## src/core/wdt_pkg.sv

```systemverilog
/*
 * Package for the windowed watchdog: refresh register address, key and
 * read values, option byte field positions, timing constants and states.
 * Assumes the option byte and CPU access addresses are 8 and 16 bits wide.
 */
package wdt_pkg;

    // Register map and refresh protocol.
    localparam logic [15:0] REFRESH_ADDR    = 16'hFF99;
    localparam logic [7:0]  REFRESH_KEY     = 8'hAC;
    localparam logic [7:0]  REFRESH_RD_OFF  = 8'h1A;
    localparam logic [7:0]  REFRESH_RD_ON   = 8'h9A;
    localparam logic [7:0]  OPT_RESET_VAL   = 8'h00;

    // Option byte field positions.
    localparam int OPT_LOCK_BIT = 0;
    localparam int OPT_OVF_LSB  = 1;
    localparam int OPT_EN_BIT   = 4;
    localparam int OPT_WIN_LSB  = 5;

    // Overflow after 2**(OVF_EXP_BASE + code) slow clock periods.
    localparam int OVF_EXP_BASE = 10;
    localparam int CNT_W        = 17;
    localparam int LIM_W        = 18;

    // Exempt windows for data accesses outside the memory area.
    localparam logic [15:0] EXEMPT_A_LO = 16'hFB00;
    localparam logic [15:0] EXEMPT_A_HI = 16'hFFCF;
    localparam logic [15:0] EXEMPT_B_LO = 16'hFFE0;

    // Timing: the slow oscillator is emulated by an enable pulse.
    localparam int CORE_CLK_HZ      = 50_000_000;
    localparam int SLOW_OSC_FREQ_HZ = 264_000;
    localparam int SLOW_DIV_CYCLES  = CORE_CLK_HZ / SLOW_OSC_FREQ_HZ;
    localparam int DIV_W            = 8;
    localparam logic [DIV_W-1:0] SLOW_DIV_LAST = DIV_W'(SLOW_DIV_CYCLES - 1);

    typedef enum logic [2:0] {
        ST_LOAD = 3'b001,
        ST_RUN  = 3'b010,
        ST_TRIP = 3'b100
    } wdt_state_t;

endpackage

```

## src/core/wdt_core.sv

```systemverilog
/*
 * Windowed watchdog timer: counter on the slow oscillator enable, refresh
 * register with key check, window check, illegal fetch/data access check,
 * low-power pause and the watchdog reset cause flag.
 * Assumes a CPU that presents register writes, a bit-manipulation marker,
 * fetch and data addresses synchronous to core_clk, and a reset controller
 * that consumes the one-cycle dog_reset pulse.
 */
// Functional notes
// - Counter runs only on slow oscillator ticks.
// - Byte write of key clears and restarts counter.
// - Write of any other value causes reset.
// - Bit-manipulation write to refresh register causes reset.
// - Bad write while clock stopped resets on restart.
// - Refresh reads return 9A or 1A by enable.
// - Configuration comes from option byte fields.
// - Enable bit gates counting and access detection.
// - Overflow after 2 to (10+n) slow cycles.
// - Overflow without refresh causes reset.
// - First refresh after reset ignores the window.
// - Later refreshes in closed window cause reset.
// - Window code opens last quarter to whole.
// - Refresh timing error at most two slow periods.
// - Refresh in last count still clears counter.
// - Lock bit zero pauses counting in HALT/STOP.
// - Leaving low power resumes from held count.
// - Oscillator stop with lock zero holds count.
// - Fetch outside memory area causes reset.
// - Data access outside area resets, two ranges exempt.
// - Watchdog reset sets the cause flag.
`timescale 1ns/1ns
`default_nettype none

module wdt_core (
    input  wire logic        core_clk,
    input  wire logic        reset,
    input  wire logic [7:0]  opt_byte,
    input  wire logic [15:0] bus_addr,
    input  wire logic [7:0]  bus_wdata,
    input  wire logic        bus_wr,
    input  wire logic        bus_bit_wr,
    input  wire logic        bus_rd,
    output logic      [7:0]  bus_rdata,
    input  wire logic        fetch_valid,
    input  wire logic [15:0] fetch_addr,
    input  wire logic        data_valid,
    input  wire logic [15:0] data_addr,
    input  wire logic [15:0] mem_area_end,
    input  wire logic        halt_mode,
    input  wire logic        stop_mode,
    input  wire logic        slow_osc_halt,
    input  wire logic        flag_clear,
    output logic             dog_reset,
    output logic             dog_reset_flag
);

    wdt_pkg::wdt_state_t          state_reg;
    wdt_pkg::wdt_state_t          state_next;
    logic [7:0]                   opt_reg;
    logic [wdt_pkg::DIV_W-1:0]    div_reg;
    logic [wdt_pkg::CNT_W-1:0]    cnt_reg;
    logic                         first_done_reg;
    logic                         pend_reg;
    logic                         flag_reg;
    logic [7:0]                   rdata_reg;

    logic                         counter_enable_opt;
    logic                         slow_osc_lock;
    logic [2:0]                   ovf_sel;
    logic [1:0]                   open_period_sel;
    logic                         running;
    logic                         osc_run;
    logic                         tick;
    logic                         counting;
    logic [wdt_pkg::LIM_W-1:0]    limit;
    logic [wdt_pkg::CNT_W-1:0]    last_cnt;
    logic [wdt_pkg::LIM_W-1:0]    open_start;
    logic                         closed_win;
    logic                         refresh_wr;
    logic                         bit_fault;
    logic                         val_fault;
    logic                         win_fault;
    logic                         ref_fault;
    logic                         good_refresh;
    logic                         overflow;
    logic                         fetch_fault;
    logic                         data_exempt;
    logic                         data_fault;
    logic                         fire;

    // Option byte decode.
    assign counter_enable_opt = opt_reg[wdt_pkg::OPT_EN_BIT];
    assign slow_osc_lock      = opt_reg[wdt_pkg::OPT_LOCK_BIT];
    assign ovf_sel            = opt_reg[wdt_pkg::OPT_OVF_LSB +: 3];
    assign open_period_sel    = opt_reg[wdt_pkg::OPT_WIN_LSB +: 2];

    assign running = (state_reg == wdt_pkg::ST_RUN);

    // With the lock bit clear, HALT, STOP and a software oscillator stop all
    // remove the watchdog's source clock; the count is merely frozen.
    assign osc_run  = slow_osc_lock | ~(halt_mode | stop_mode | slow_osc_halt);
    assign tick     = osc_run && (div_reg == wdt_pkg::SLOW_DIV_LAST);
    assign counting = running && counter_enable_opt && osc_run;

    // Overflow length and start of the open window.
    assign limit      = wdt_pkg::LIM_W'(1) << (wdt_pkg::OVF_EXP_BASE + int'(ovf_sel));
    assign last_cnt   = wdt_pkg::CNT_W'(limit - wdt_pkg::LIM_W'(1));
    assign open_start = wdt_pkg::LIM_W'((limit >> 2) * (2'd3 - open_period_sel));
    assign closed_win = wdt_pkg::LIM_W'(cnt_reg) < open_start;

    // Refresh register accesses. Faults are only armed when enabled.
    assign refresh_wr   = running && counter_enable_opt && bus_wr
                          && (bus_addr == wdt_pkg::REFRESH_ADDR);
    assign bit_fault    = refresh_wr && bus_bit_wr;
    assign val_fault    = refresh_wr && !bus_bit_wr
                          && (bus_wdata != wdt_pkg::REFRESH_KEY);
    assign win_fault    = refresh_wr && !bus_bit_wr
                          && (bus_wdata == wdt_pkg::REFRESH_KEY)
                          && first_done_reg && closed_win;
    assign ref_fault    = bit_fault | val_fault | win_fault;
    assign good_refresh = refresh_wr && !ref_fault;

    // A refresh landing on the final count beats the overflow.
    assign overflow = counting && tick && (cnt_reg == last_cnt) && !good_refresh;

    // Illegal memory accesses; the area is taken to start at zero.
    assign fetch_fault = running && counter_enable_opt && fetch_valid
                         && (fetch_addr >= mem_area_end);
    assign data_exempt = ((data_addr >= wdt_pkg::EXEMPT_A_LO)
                          && (data_addr <= wdt_pkg::EXEMPT_A_HI))
                         || (data_addr >= wdt_pkg::EXEMPT_B_LO);
    assign data_fault  = running && counter_enable_opt && data_valid
                         && (data_addr >= mem_area_end) && !data_exempt;

    // Refresh faults wait for the source clock; the rest act at once.
    assign fire = running && (overflow || fetch_fault || data_fault
                  || ((ref_fault || pend_reg) && osc_run));

    always_comb begin
        state_next = state_reg;
        unique case (state_reg)
            wdt_pkg::ST_LOAD: begin
                state_next = wdt_pkg::ST_RUN;
            end
            wdt_pkg::ST_RUN: begin
                if (fire) begin
                    state_next = wdt_pkg::ST_TRIP;
                end
            end
            wdt_pkg::ST_TRIP: begin
                state_next = wdt_pkg::ST_LOAD;
            end
            default: begin
                state_next = wdt_pkg::ST_LOAD;
            end
        endcase
    end

    always_ff @(posedge core_clk or posedge reset) begin
        if (reset) begin
            state_reg <= wdt_pkg::ST_LOAD;
        end else begin
            state_reg <= state_next;
        end
    end

    // The option byte is sampled after every reset release, including the
    // block's own trip, so a changed option byte takes effect there.
    always_ff @(posedge core_clk or posedge reset) begin
        if (reset) begin
            opt_reg <= wdt_pkg::OPT_RESET_VAL;
        end else if (state_reg == wdt_pkg::ST_LOAD) begin
            opt_reg <= opt_byte;
        end
    end

    // The prescaler is not cleared by a refresh, which is where the
    // refresh-to-overflow error of up to a slow period or two comes from.
    always_ff @(posedge core_clk or posedge reset) begin
        if (reset) begin
            div_reg <= '0;
        end else if (state_reg == wdt_pkg::ST_LOAD) begin
            div_reg <= '0;
        end else if (tick) begin
            div_reg <= '0;
        end else if (osc_run) begin
            div_reg <= div_reg + wdt_pkg::DIV_W'(1);
        end
    end

    always_ff @(posedge core_clk or posedge reset) begin
        if (reset) begin
            cnt_reg <= '0;
        end else if (state_reg != wdt_pkg::ST_RUN) begin
            cnt_reg <= '0;
        end else if (good_refresh) begin
            cnt_reg <= '0;
        end else if (counting && tick) begin
            cnt_reg <= cnt_reg + wdt_pkg::CNT_W'(1);
        end
    end

    always_ff @(posedge core_clk or posedge reset) begin
        if (reset) begin
            first_done_reg <= 1'b0;
        end else if (state_reg == wdt_pkg::ST_LOAD) begin
            first_done_reg <= 1'b0;
        end else if (good_refresh) begin
            first_done_reg <= 1'b1;
        end
    end

    always_ff @(posedge core_clk or posedge reset) begin
        if (reset) begin
            pend_reg <= 1'b0;
        end else if (state_reg != wdt_pkg::ST_RUN) begin
            pend_reg <= 1'b0;
        end else if (ref_fault && !osc_run) begin
            pend_reg <= 1'b1;
        end
    end

    // The cause flag survives the block's own trip; only the external reset
    // and software clear it. A trip in the clearing cycle keeps it set.
    always_ff @(posedge core_clk or posedge reset) begin
        if (reset) begin
            flag_reg <= 1'b0;
        end else if (state_reg == wdt_pkg::ST_TRIP) begin
            flag_reg <= 1'b1;
        end else if (flag_clear) begin
            flag_reg <= 1'b0;
        end
    end

    always_ff @(posedge core_clk or posedge reset) begin
        if (reset) begin
            rdata_reg <= '0;
        end else if (bus_rd && (bus_addr == wdt_pkg::REFRESH_ADDR)) begin
            rdata_reg <= counter_enable_opt ? wdt_pkg::REFRESH_RD_ON
                                            : wdt_pkg::REFRESH_RD_OFF;
        end else if (bus_rd) begin
            rdata_reg <= '0;
        end
    end

    assign bus_rdata      = rdata_reg;
    assign dog_reset      = (state_reg == wdt_pkg::ST_TRIP);
    assign dog_reset_flag = flag_reg;

    // Checks.

    property p_refresh_clears;
        @(posedge core_clk) disable iff (reset)
        (good_refresh && !fire) |=> (cnt_reg == '0) && running;
    endproperty
    a_refresh_clears: assert property (p_refresh_clears)
        else $error("Valid refresh did not clear the counter.");

    property p_bad_value;
        @(posedge core_clk) disable iff (reset)
        (val_fault && osc_run) |=> dog_reset ##1 !dog_reset;
    endproperty
    a_bad_value: assert property (p_bad_value)
        else $error("Wrong refresh value did not trip once.");

    property p_bit_write;
        @(posedge core_clk) disable iff (reset)
        (bit_fault && osc_run) |=> dog_reset;
    endproperty
    a_bit_write: assert property (p_bit_write)
        else $error("Bit write to refresh register did not trip.");

    property p_pending_waits;
        @(posedge core_clk) disable iff (reset)
        (running && ref_fault && !osc_run && !overflow && !fetch_fault && !data_fault)
            |=> !dog_reset ##0 pend_reg;
    endproperty
    a_pending_waits: assert property (p_pending_waits)
        else $error("Fault with stopped source clock was not held.");

    property p_pending_fires;
        @(posedge core_clk) disable iff (reset)
        (running && pend_reg && osc_run) |=> dog_reset;
    endproperty
    a_pending_fires: assert property (p_pending_fires)
        else $error("Held fault did not trip when the clock resumed.");

    property p_read_value;
        @(posedge core_clk) disable iff (reset)
        (bus_rd && (bus_addr == wdt_pkg::REFRESH_ADDR) && state_reg != wdt_pkg::ST_LOAD)
            |=> bus_rdata == ($past(counter_enable_opt) ? 8'h9A : 8'h1A);
    endproperty
    a_read_value: assert property (p_read_value)
        else $error("Refresh register read returned the wrong value.");

    property p_disabled_still;
        @(posedge core_clk) disable iff (reset)
        (running && !counter_enable_opt) |=> (cnt_reg == '0) && !dog_reset;
    endproperty
    a_disabled_still: assert property (p_disabled_still)
        else $error("Disabled watchdog counted or tripped.");

    property p_overflow_trips;
        @(posedge core_clk) disable iff (reset)
        (counting && tick && (cnt_reg == last_cnt) && !good_refresh)
            |=> dog_reset ##1 (state_reg == wdt_pkg::ST_LOAD);
    endproperty
    a_overflow_trips: assert property (p_overflow_trips)
        else $error("Overflow did not trip the watchdog reset.");

    property p_closed_window;
        @(posedge core_clk) disable iff (reset)
        (refresh_wr && !bus_bit_wr && bus_wdata == 8'hAC && first_done_reg
         && closed_win && osc_run) |=> dog_reset;
    endproperty
    a_closed_window: assert property (p_closed_window)
        else $error("Refresh in closed window did not trip.");

    property p_first_free;
        @(posedge core_clk) disable iff (reset)
        (refresh_wr && !bus_bit_wr && bus_wdata == 8'hAC && !first_done_reg
         && !fetch_fault && !data_fault && !pend_reg) |=> !dog_reset && first_done_reg;
    endproperty
    a_first_free: assert property (p_first_free)
        else $error("First refresh was refused.");

    property p_low_power_hold;
        @(posedge core_clk) disable iff (reset)
        (running && !slow_osc_lock && (halt_mode || stop_mode || slow_osc_halt)
         && !good_refresh) |=> $stable(cnt_reg);
    endproperty
    a_low_power_hold: assert property (p_low_power_hold)
        else $error("Counter moved while its clock was stopped.");

    property p_mem_fault;
        @(posedge core_clk) disable iff (reset)
        (fetch_fault || data_fault) |=> dog_reset;
    endproperty
    a_mem_fault: assert property (p_mem_fault)
        else $error("Illegal memory access did not trip.");

    property p_flag_set;
        @(posedge core_clk) disable iff (reset)
        dog_reset |=> dog_reset_flag [*2];
    endproperty
    a_flag_set: assert property (p_flag_set)
        else $error("Watchdog reset did not set the cause flag.");

    c_overflow: cover property (@(posedge core_clk) disable iff (reset)
        overflow ##1 dog_reset);
    c_open_refresh: cover property (@(posedge core_clk) disable iff (reset)
        good_refresh && first_done_reg && !closed_win);
    c_pending: cover property (@(posedge core_clk) disable iff (reset)
        pend_reg ##[1:50] dog_reset);
    c_last_count: cover property (@(posedge core_clk) disable iff (reset)
        good_refresh && tick && (cnt_reg == last_cnt));

endmodule // wdt_core

`default_nettype wire

```

## config.mk

```make
export PLATFORM = sky130hd
export DESIGN_NAME = wdt_core
export DESIGN_NICKNAME = d
export VERILOG_FILES = /design/src/core/wdt_pkg.sv /design/src/core/wdt_core.sv
export SDC_FILE = /design/constraint.sdc
export NUM_CORES = 1
export LEC_CHECK = 0
export ABC_CLOCK_PERIOD_IN_PS = 15000
export BUFFER_PORTS_ARGS = -buffer_cell sky130_fd_sc_hd__buf_2
export CAP_MARGIN = 25
export CORE_ASPECT_RATIO = 1.25
export CORE_MARGIN = 2
export CORE_UTILIZATION = 44
export DETAILED_ROUTE_END_ITERATION = 10
export HOLD_SLACK_MARGIN = 0.06
export PLACE_DENSITY = 0.76
export SETUP_SLACK_MARGIN = 0.1
export SYNTH_ARGS = -nofsm -noshare
export SYNTH_HDL_FRONTEND = slang
export SYNTH_SLANG_ARGS = --single-unit
```

## constraint.sdc

```tcl
create_clock -name core_clk -period 15 [get_ports core_clk]
set_input_delay 3 -clock core_clk [delete_from_list [all_inputs] [get_ports core_clk]]
set_output_delay 3 -clock core_clk [all_outputs]
set_load 0.005 [all_outputs]
```

==> results.md <==
- Share of post-route cells with drive strength above 1: roughly 20%
- Result of the run: finished, final reports clean
- Sinks on the clock net: 40
- Post-synth design cell area: 0.00436 mm^2
- Final count of pins violating max slew: 0
- CTS tree: built
- Most Frequent Cell on Critical Path: sky130_fd_sc_hd__ha_1
- Actual slew at the worst max-slew pin: 0.621 ns
- Crit path kind: register to register
- Area of the die: roughly 0.011 mm^2
- Register-to-register setup slack: 9.63 ns
- Hold buffers post-CTS: 0
- First-pass GRT wire length: around 18 mm
- Core Area: 0.00961 mm^2
- Vertical die dimension: approximately 120 um
- Critical path, cell by cell: inv_1 > ha_1 > or3_1 > nor3_1 > ha_1 > ha_1 > o21a_1 > nor2_1 > a21oi_1 > a21o_1 > a21oi_1 > xor2_1 > ha_1 > a21oi_1 > o21ai_0 > nor4_1 > o21ai_0 > nand3_1 > nand2_2 > nor2_1
- Vias per Instance: approximately 5.4
- Number of flip-flops under the largest register name: 17
- Total number of placement rows: 40
- Final RePlAce weighted congestion: slightly above 0.8
- Net total in the final layout: between 700 and 800
- Congestion Overflow GR: 0
- Synthesized instance count: ~510
- Initial cell density of the core: ~45%
- WP depth: 20
- Achievable frequency: approximately 190 MHz
- Antenna violations before repair: 0
- YS warnings: 0
- Antenna-violating nets left: 0
- # Max-Cap Violations: 0
- Startpoint of the worst register-to-register path: opt_reg[2]$_DFFE_PP0N_
- Detailed placer's ending HPWL: between 8 and 9 mm
- Register-to-Register Path Depth: 20
- Worst EP arrival: 5.57 ns
- Routed len/inst: about 14 um
- Number of buffers created by CTS: 5
- Worst setup skew after layout: ~0.0063 ns
- Launching element type of the critical path: register
- Maximum VDD drop: roughly 0.000037 V
- Maximum number of pins on one net before global-route repair: a little over 40
- FILL cells: roughly 910
- PortBufs: 95
- Worst path bufs/invs: 1
- Number of I/O pins: ~100
- Setup violations, final: 0
- Start point of the critical path: opt_reg[2]$_DFFE_PP0N_
- Worst-case setup margin in the final layout: between 9 and 10 ns
- Detailed-route wire length: about 10 mm
- Post-synth ARST share: between 90% and 100%
- Type of the worst min-delay path: register to register
- Clock insertion delay at the later pin of the skew report: roughly 0.28 ns
- Via count of the first global-routing pass: approximately 4000
- Share of the clock period used by the worst path: a little over a third
- Critical Path Fanout Max: 18
- Htree depth: 2
- Pwr dens: 51.6 mW/mm^2
- Count of antenna diodes in the layout: 0
- Top FF cell, synth: sky130_fd_sc_hd__dfrtp_1
- Crit-path max cell delay: a little under 0.7 ns
- Worst slew margin relative to its limit: about three fifths
- CP Data Required Time: 15.21 ns
- Crit-path slowest cell: sky130_fd_sc_hd__dfrtp_1
- Setup repair after global routing missed its margin: no
- DR DRC count: 0
- Clock root buffer: sky130_fd_sc_hd__clkbuf_16
- Accumulated negative setup slack: 0 ns
- Total number of vias: 4017
- Post-CTS setup-driven buffer insertion count: 0
- Number of instances resized during post-cts repair: 0
- Final design utilization: between 50 and 60%
- Worst hold slack after final layout: 0.492 ns
- Endpoint kind of the worst setup timing path: register
- Portion of the post-synthesis area used by sequential elements: between 20 and 25%
- Endpoint of the lowest-slack register-to-register path: cnt_reg[1]$_DFFE_PP0P_
- Total track usage: between 20% and 30%
- Clock-pin transition on the worst setup and hold timing paths: ~0.06 ns
- Fin. Hold Viols: 0
- Number of synthesized flops with an enable pin: 0
- Number of detailed-routing iterations run before antenna repair: 4
- Period minus WS final: ~5.4 ns
- Top cell family by delay on the critical path: simple AND/OR/NAND/NOR gates
- Setup WS pre-CTS: 9.62 ns
- Critical Path Sink: cnt_reg[1]$_DFFE_PP0P_
- Static Leakage: approximately 0.0026 uW
- Max Root-Sink Buffers: 2
- Initial drt markers: 93
- Layout overhead on the synthesized area: 17.5%
- Register bit count reported by yosys: 40
- Avg Cell Area, Syn: roughly 8.5 um^2
- Die width: about 93 um
- Synth cell types: 58
metal layers:
| metal | track usage (%) | wire length, um | part of all wire (%) | up-vias |
|---|---|---|---|---|
| met5 | 0 | 0 | 0 | - |
| met4 | 7.35 | 247 | 2.4 | 0 |
| met3 | 3.34 | 459 | 4.5 | 18 |
| met2 | 39.4 | 5550 | 54 | 113 |
| met1 | 22.0 | 3970 | 39 | 1863 |
| li1 | - | - | - | 2023 |
how the worst min path moves through the flow:
| stage | slack (ns) | cells past startpoint | start | end |
|---|---|---|---|---|
| 2_1_floorplan | 0.46 | 2 | pend_reg$_DFFE_PP0P_ | pend_reg$_DFFE_PP0P_ |
| 3_3_place_gp | 0.46 | 1 | dog_reset_flag$_DFFE_PP0P_ | dog_reset_flag$_DFFE_PP0P_ |
| 3_5_place_dp | 0.48 | 1 | dog_reset_flag$_DFFE_PP0P_ | dog_reset_flag$_DFFE_PP0P_ |
| 4_1_cts | 0.50 | 1 | dog_reset_flag$_DFFE_PP0P_ | dog_reset_flag$_DFFE_PP0P_ |
| 5_1_grt | 0.51 | 1 | dog_reset_flag$_DFFE_PP0P_ | dog_reset_flag$_DFFE_PP0P_ |
| 6_report | 0.49 | 1 | dog_reset_flag$_DFFE_PP0P_ | dog_reset_flag$_DFFE_PP0P_ |
report_power, final:
group / total (uW) / switching [uW] / leakage [uW] / internal [uW]
registers: 108 / 0.175 / 0.000518 / 108
logic: 49.0 / 24.7 / 0.00204 / 24.3
clock network: 107 / 41.0 / 0.0000701 / 66.2
total: 265 / 65.9 / 0.00263 / 199
placed cells by master (no fill, tap or decap), types with 3 or more instances in the layout:
cell type	netlist	final
sky130_fd_sc_hd__nand3_1	18	18
sky130_fd_sc_hd__and2_1	4	4
sky130_fd_sc_hd__xor2_1	18	18
sky130_fd_sc_hd__nor2_2	3	3
sky130_fd_sc_hd__a21oi_1	37	37
sky130_fd_sc_hd__nand3b_1	3	3
sky130_fd_sc_hd__o211ai_1	8	8
sky130_fd_sc_hd__nor3_1	14	14
sky130_fd_sc_hd__conb_1	1	15
sky130_fd_sc_hd__buf_2	0	95
sky130_fd_sc_hd__and4_1	3	3
sky130_fd_sc_hd__a211oi_1	7	7
sky130_fd_sc_hd__nand4_1	10	10
sky130_fd_sc_hd__o21bai_1	3	3
sky130_fd_sc_hd__xnor2_1	21	21
sky130_fd_sc_hd__nor2_1	53	53
sky130_fd_sc_hd__o2111ai_1	4	4
sky130_fd_sc_hd__a31oi_1	3	3
sky130_fd_sc_hd__mux2_2	5	5
sky130_fd_sc_hd__nor4_1	5	5
sky130_fd_sc_hd__or3_1	7	7
sky130_fd_sc_hd__a21o_1	8	8
sky130_fd_sc_hd__dfrtp_1	39	39
sky130_fd_sc_hd__nand2_1	40	40
sky130_fd_sc_hd__inv_1	35	35
sky130_fd_sc_hd__nand4bb_1	3	3
sky130_fd_sc_hd__nand2b_1	6	6
sky130_fd_sc_hd__ha_1	88	88
sky130_fd_sc_hd__o21ai_0	18	18
sky130_fd_sc_hd__clkbuf_16	0	5
through the flow:
step	total power [uW]	cells	instance area (um^2)
floorplan	140	525	4410
detailed placement	158	734	4970
global placement	156	734	4970
finish	265	742	5120
CTS	265	742	5120
global route	279	742	5120
area by class of cell:
| type | count | area (um^2) | share of cell area (%) |
|---|---|---|---|
| clock buffers | 7 | 143 | 2.78 |
| clock inverters | 1 | 7.51 | 0.147 |
| inverters | 35 | 131 | 2.56 |
| multi-input cells | 437 | 3200 | 62.4 |
| flip-flops and latches | 40 | 1000 | 19.6 |
| well taps | 126 | 158 | 3.08 |
| repair buffers | 96 | 483 | 9.43 |
synthesized netlist by cell type, types with 7 or more instances:
cell                       instances  area share (%)
sky130_fd_sc_hd__xor2_1           18             3.6
sky130_fd_sc_hd__a21o_1            8             1.4
sky130_fd_sc_hd__nor3_1           14             1.6
sky130_fd_sc_hd__or3_1             7             1.0
sky130_fd_sc_hd__a211oi_1          7             1.2
sky130_fd_sc_hd__o21ai_0          18             2.1
sky130_fd_sc_hd__nor2_1           53             4.6
sky130_fd_sc_hd__nand3_1          18             2.1
sky130_fd_sc_hd__ha_1             88              25
sky130_fd_sc_hd__dfrtp_1          39              22
sky130_fd_sc_hd__o211ai_1          8             1.4
sky130_fd_sc_hd__inv_1            35             3.0
sky130_fd_sc_hd__nand4_1          10             1.4
sky130_fd_sc_hd__a21oi_1          37             4.2
sky130_fd_sc_hd__nand2_1          40             3.4
sky130_fd_sc_hd__xnor2_1          21             4.2
logic make-up after synthesis:
family	Yosys count	synth area share, %
xor+xnor	39	7.84
simple gates	188	22.1
fa+ha+maj	89	25.7
mux	6	1.52
flops	40	23.0
buf+inv	48	4.82
other cells	1	0.0861
compound gates	100	14.9
worst reg2reg max path: cells and delay by family (launching register included):
kind | cells | cell delay, ns
simple gates | 7 | 1.72
fa+ha+maj | 4 | 1.38
compound gates | 7 | 1.13
flops | 1 | 0.68
xor+xnor | 1 | 0.20
buf+inv | 1 | 0.18
No activity file was read; power rests on OpenSTA's default activity.
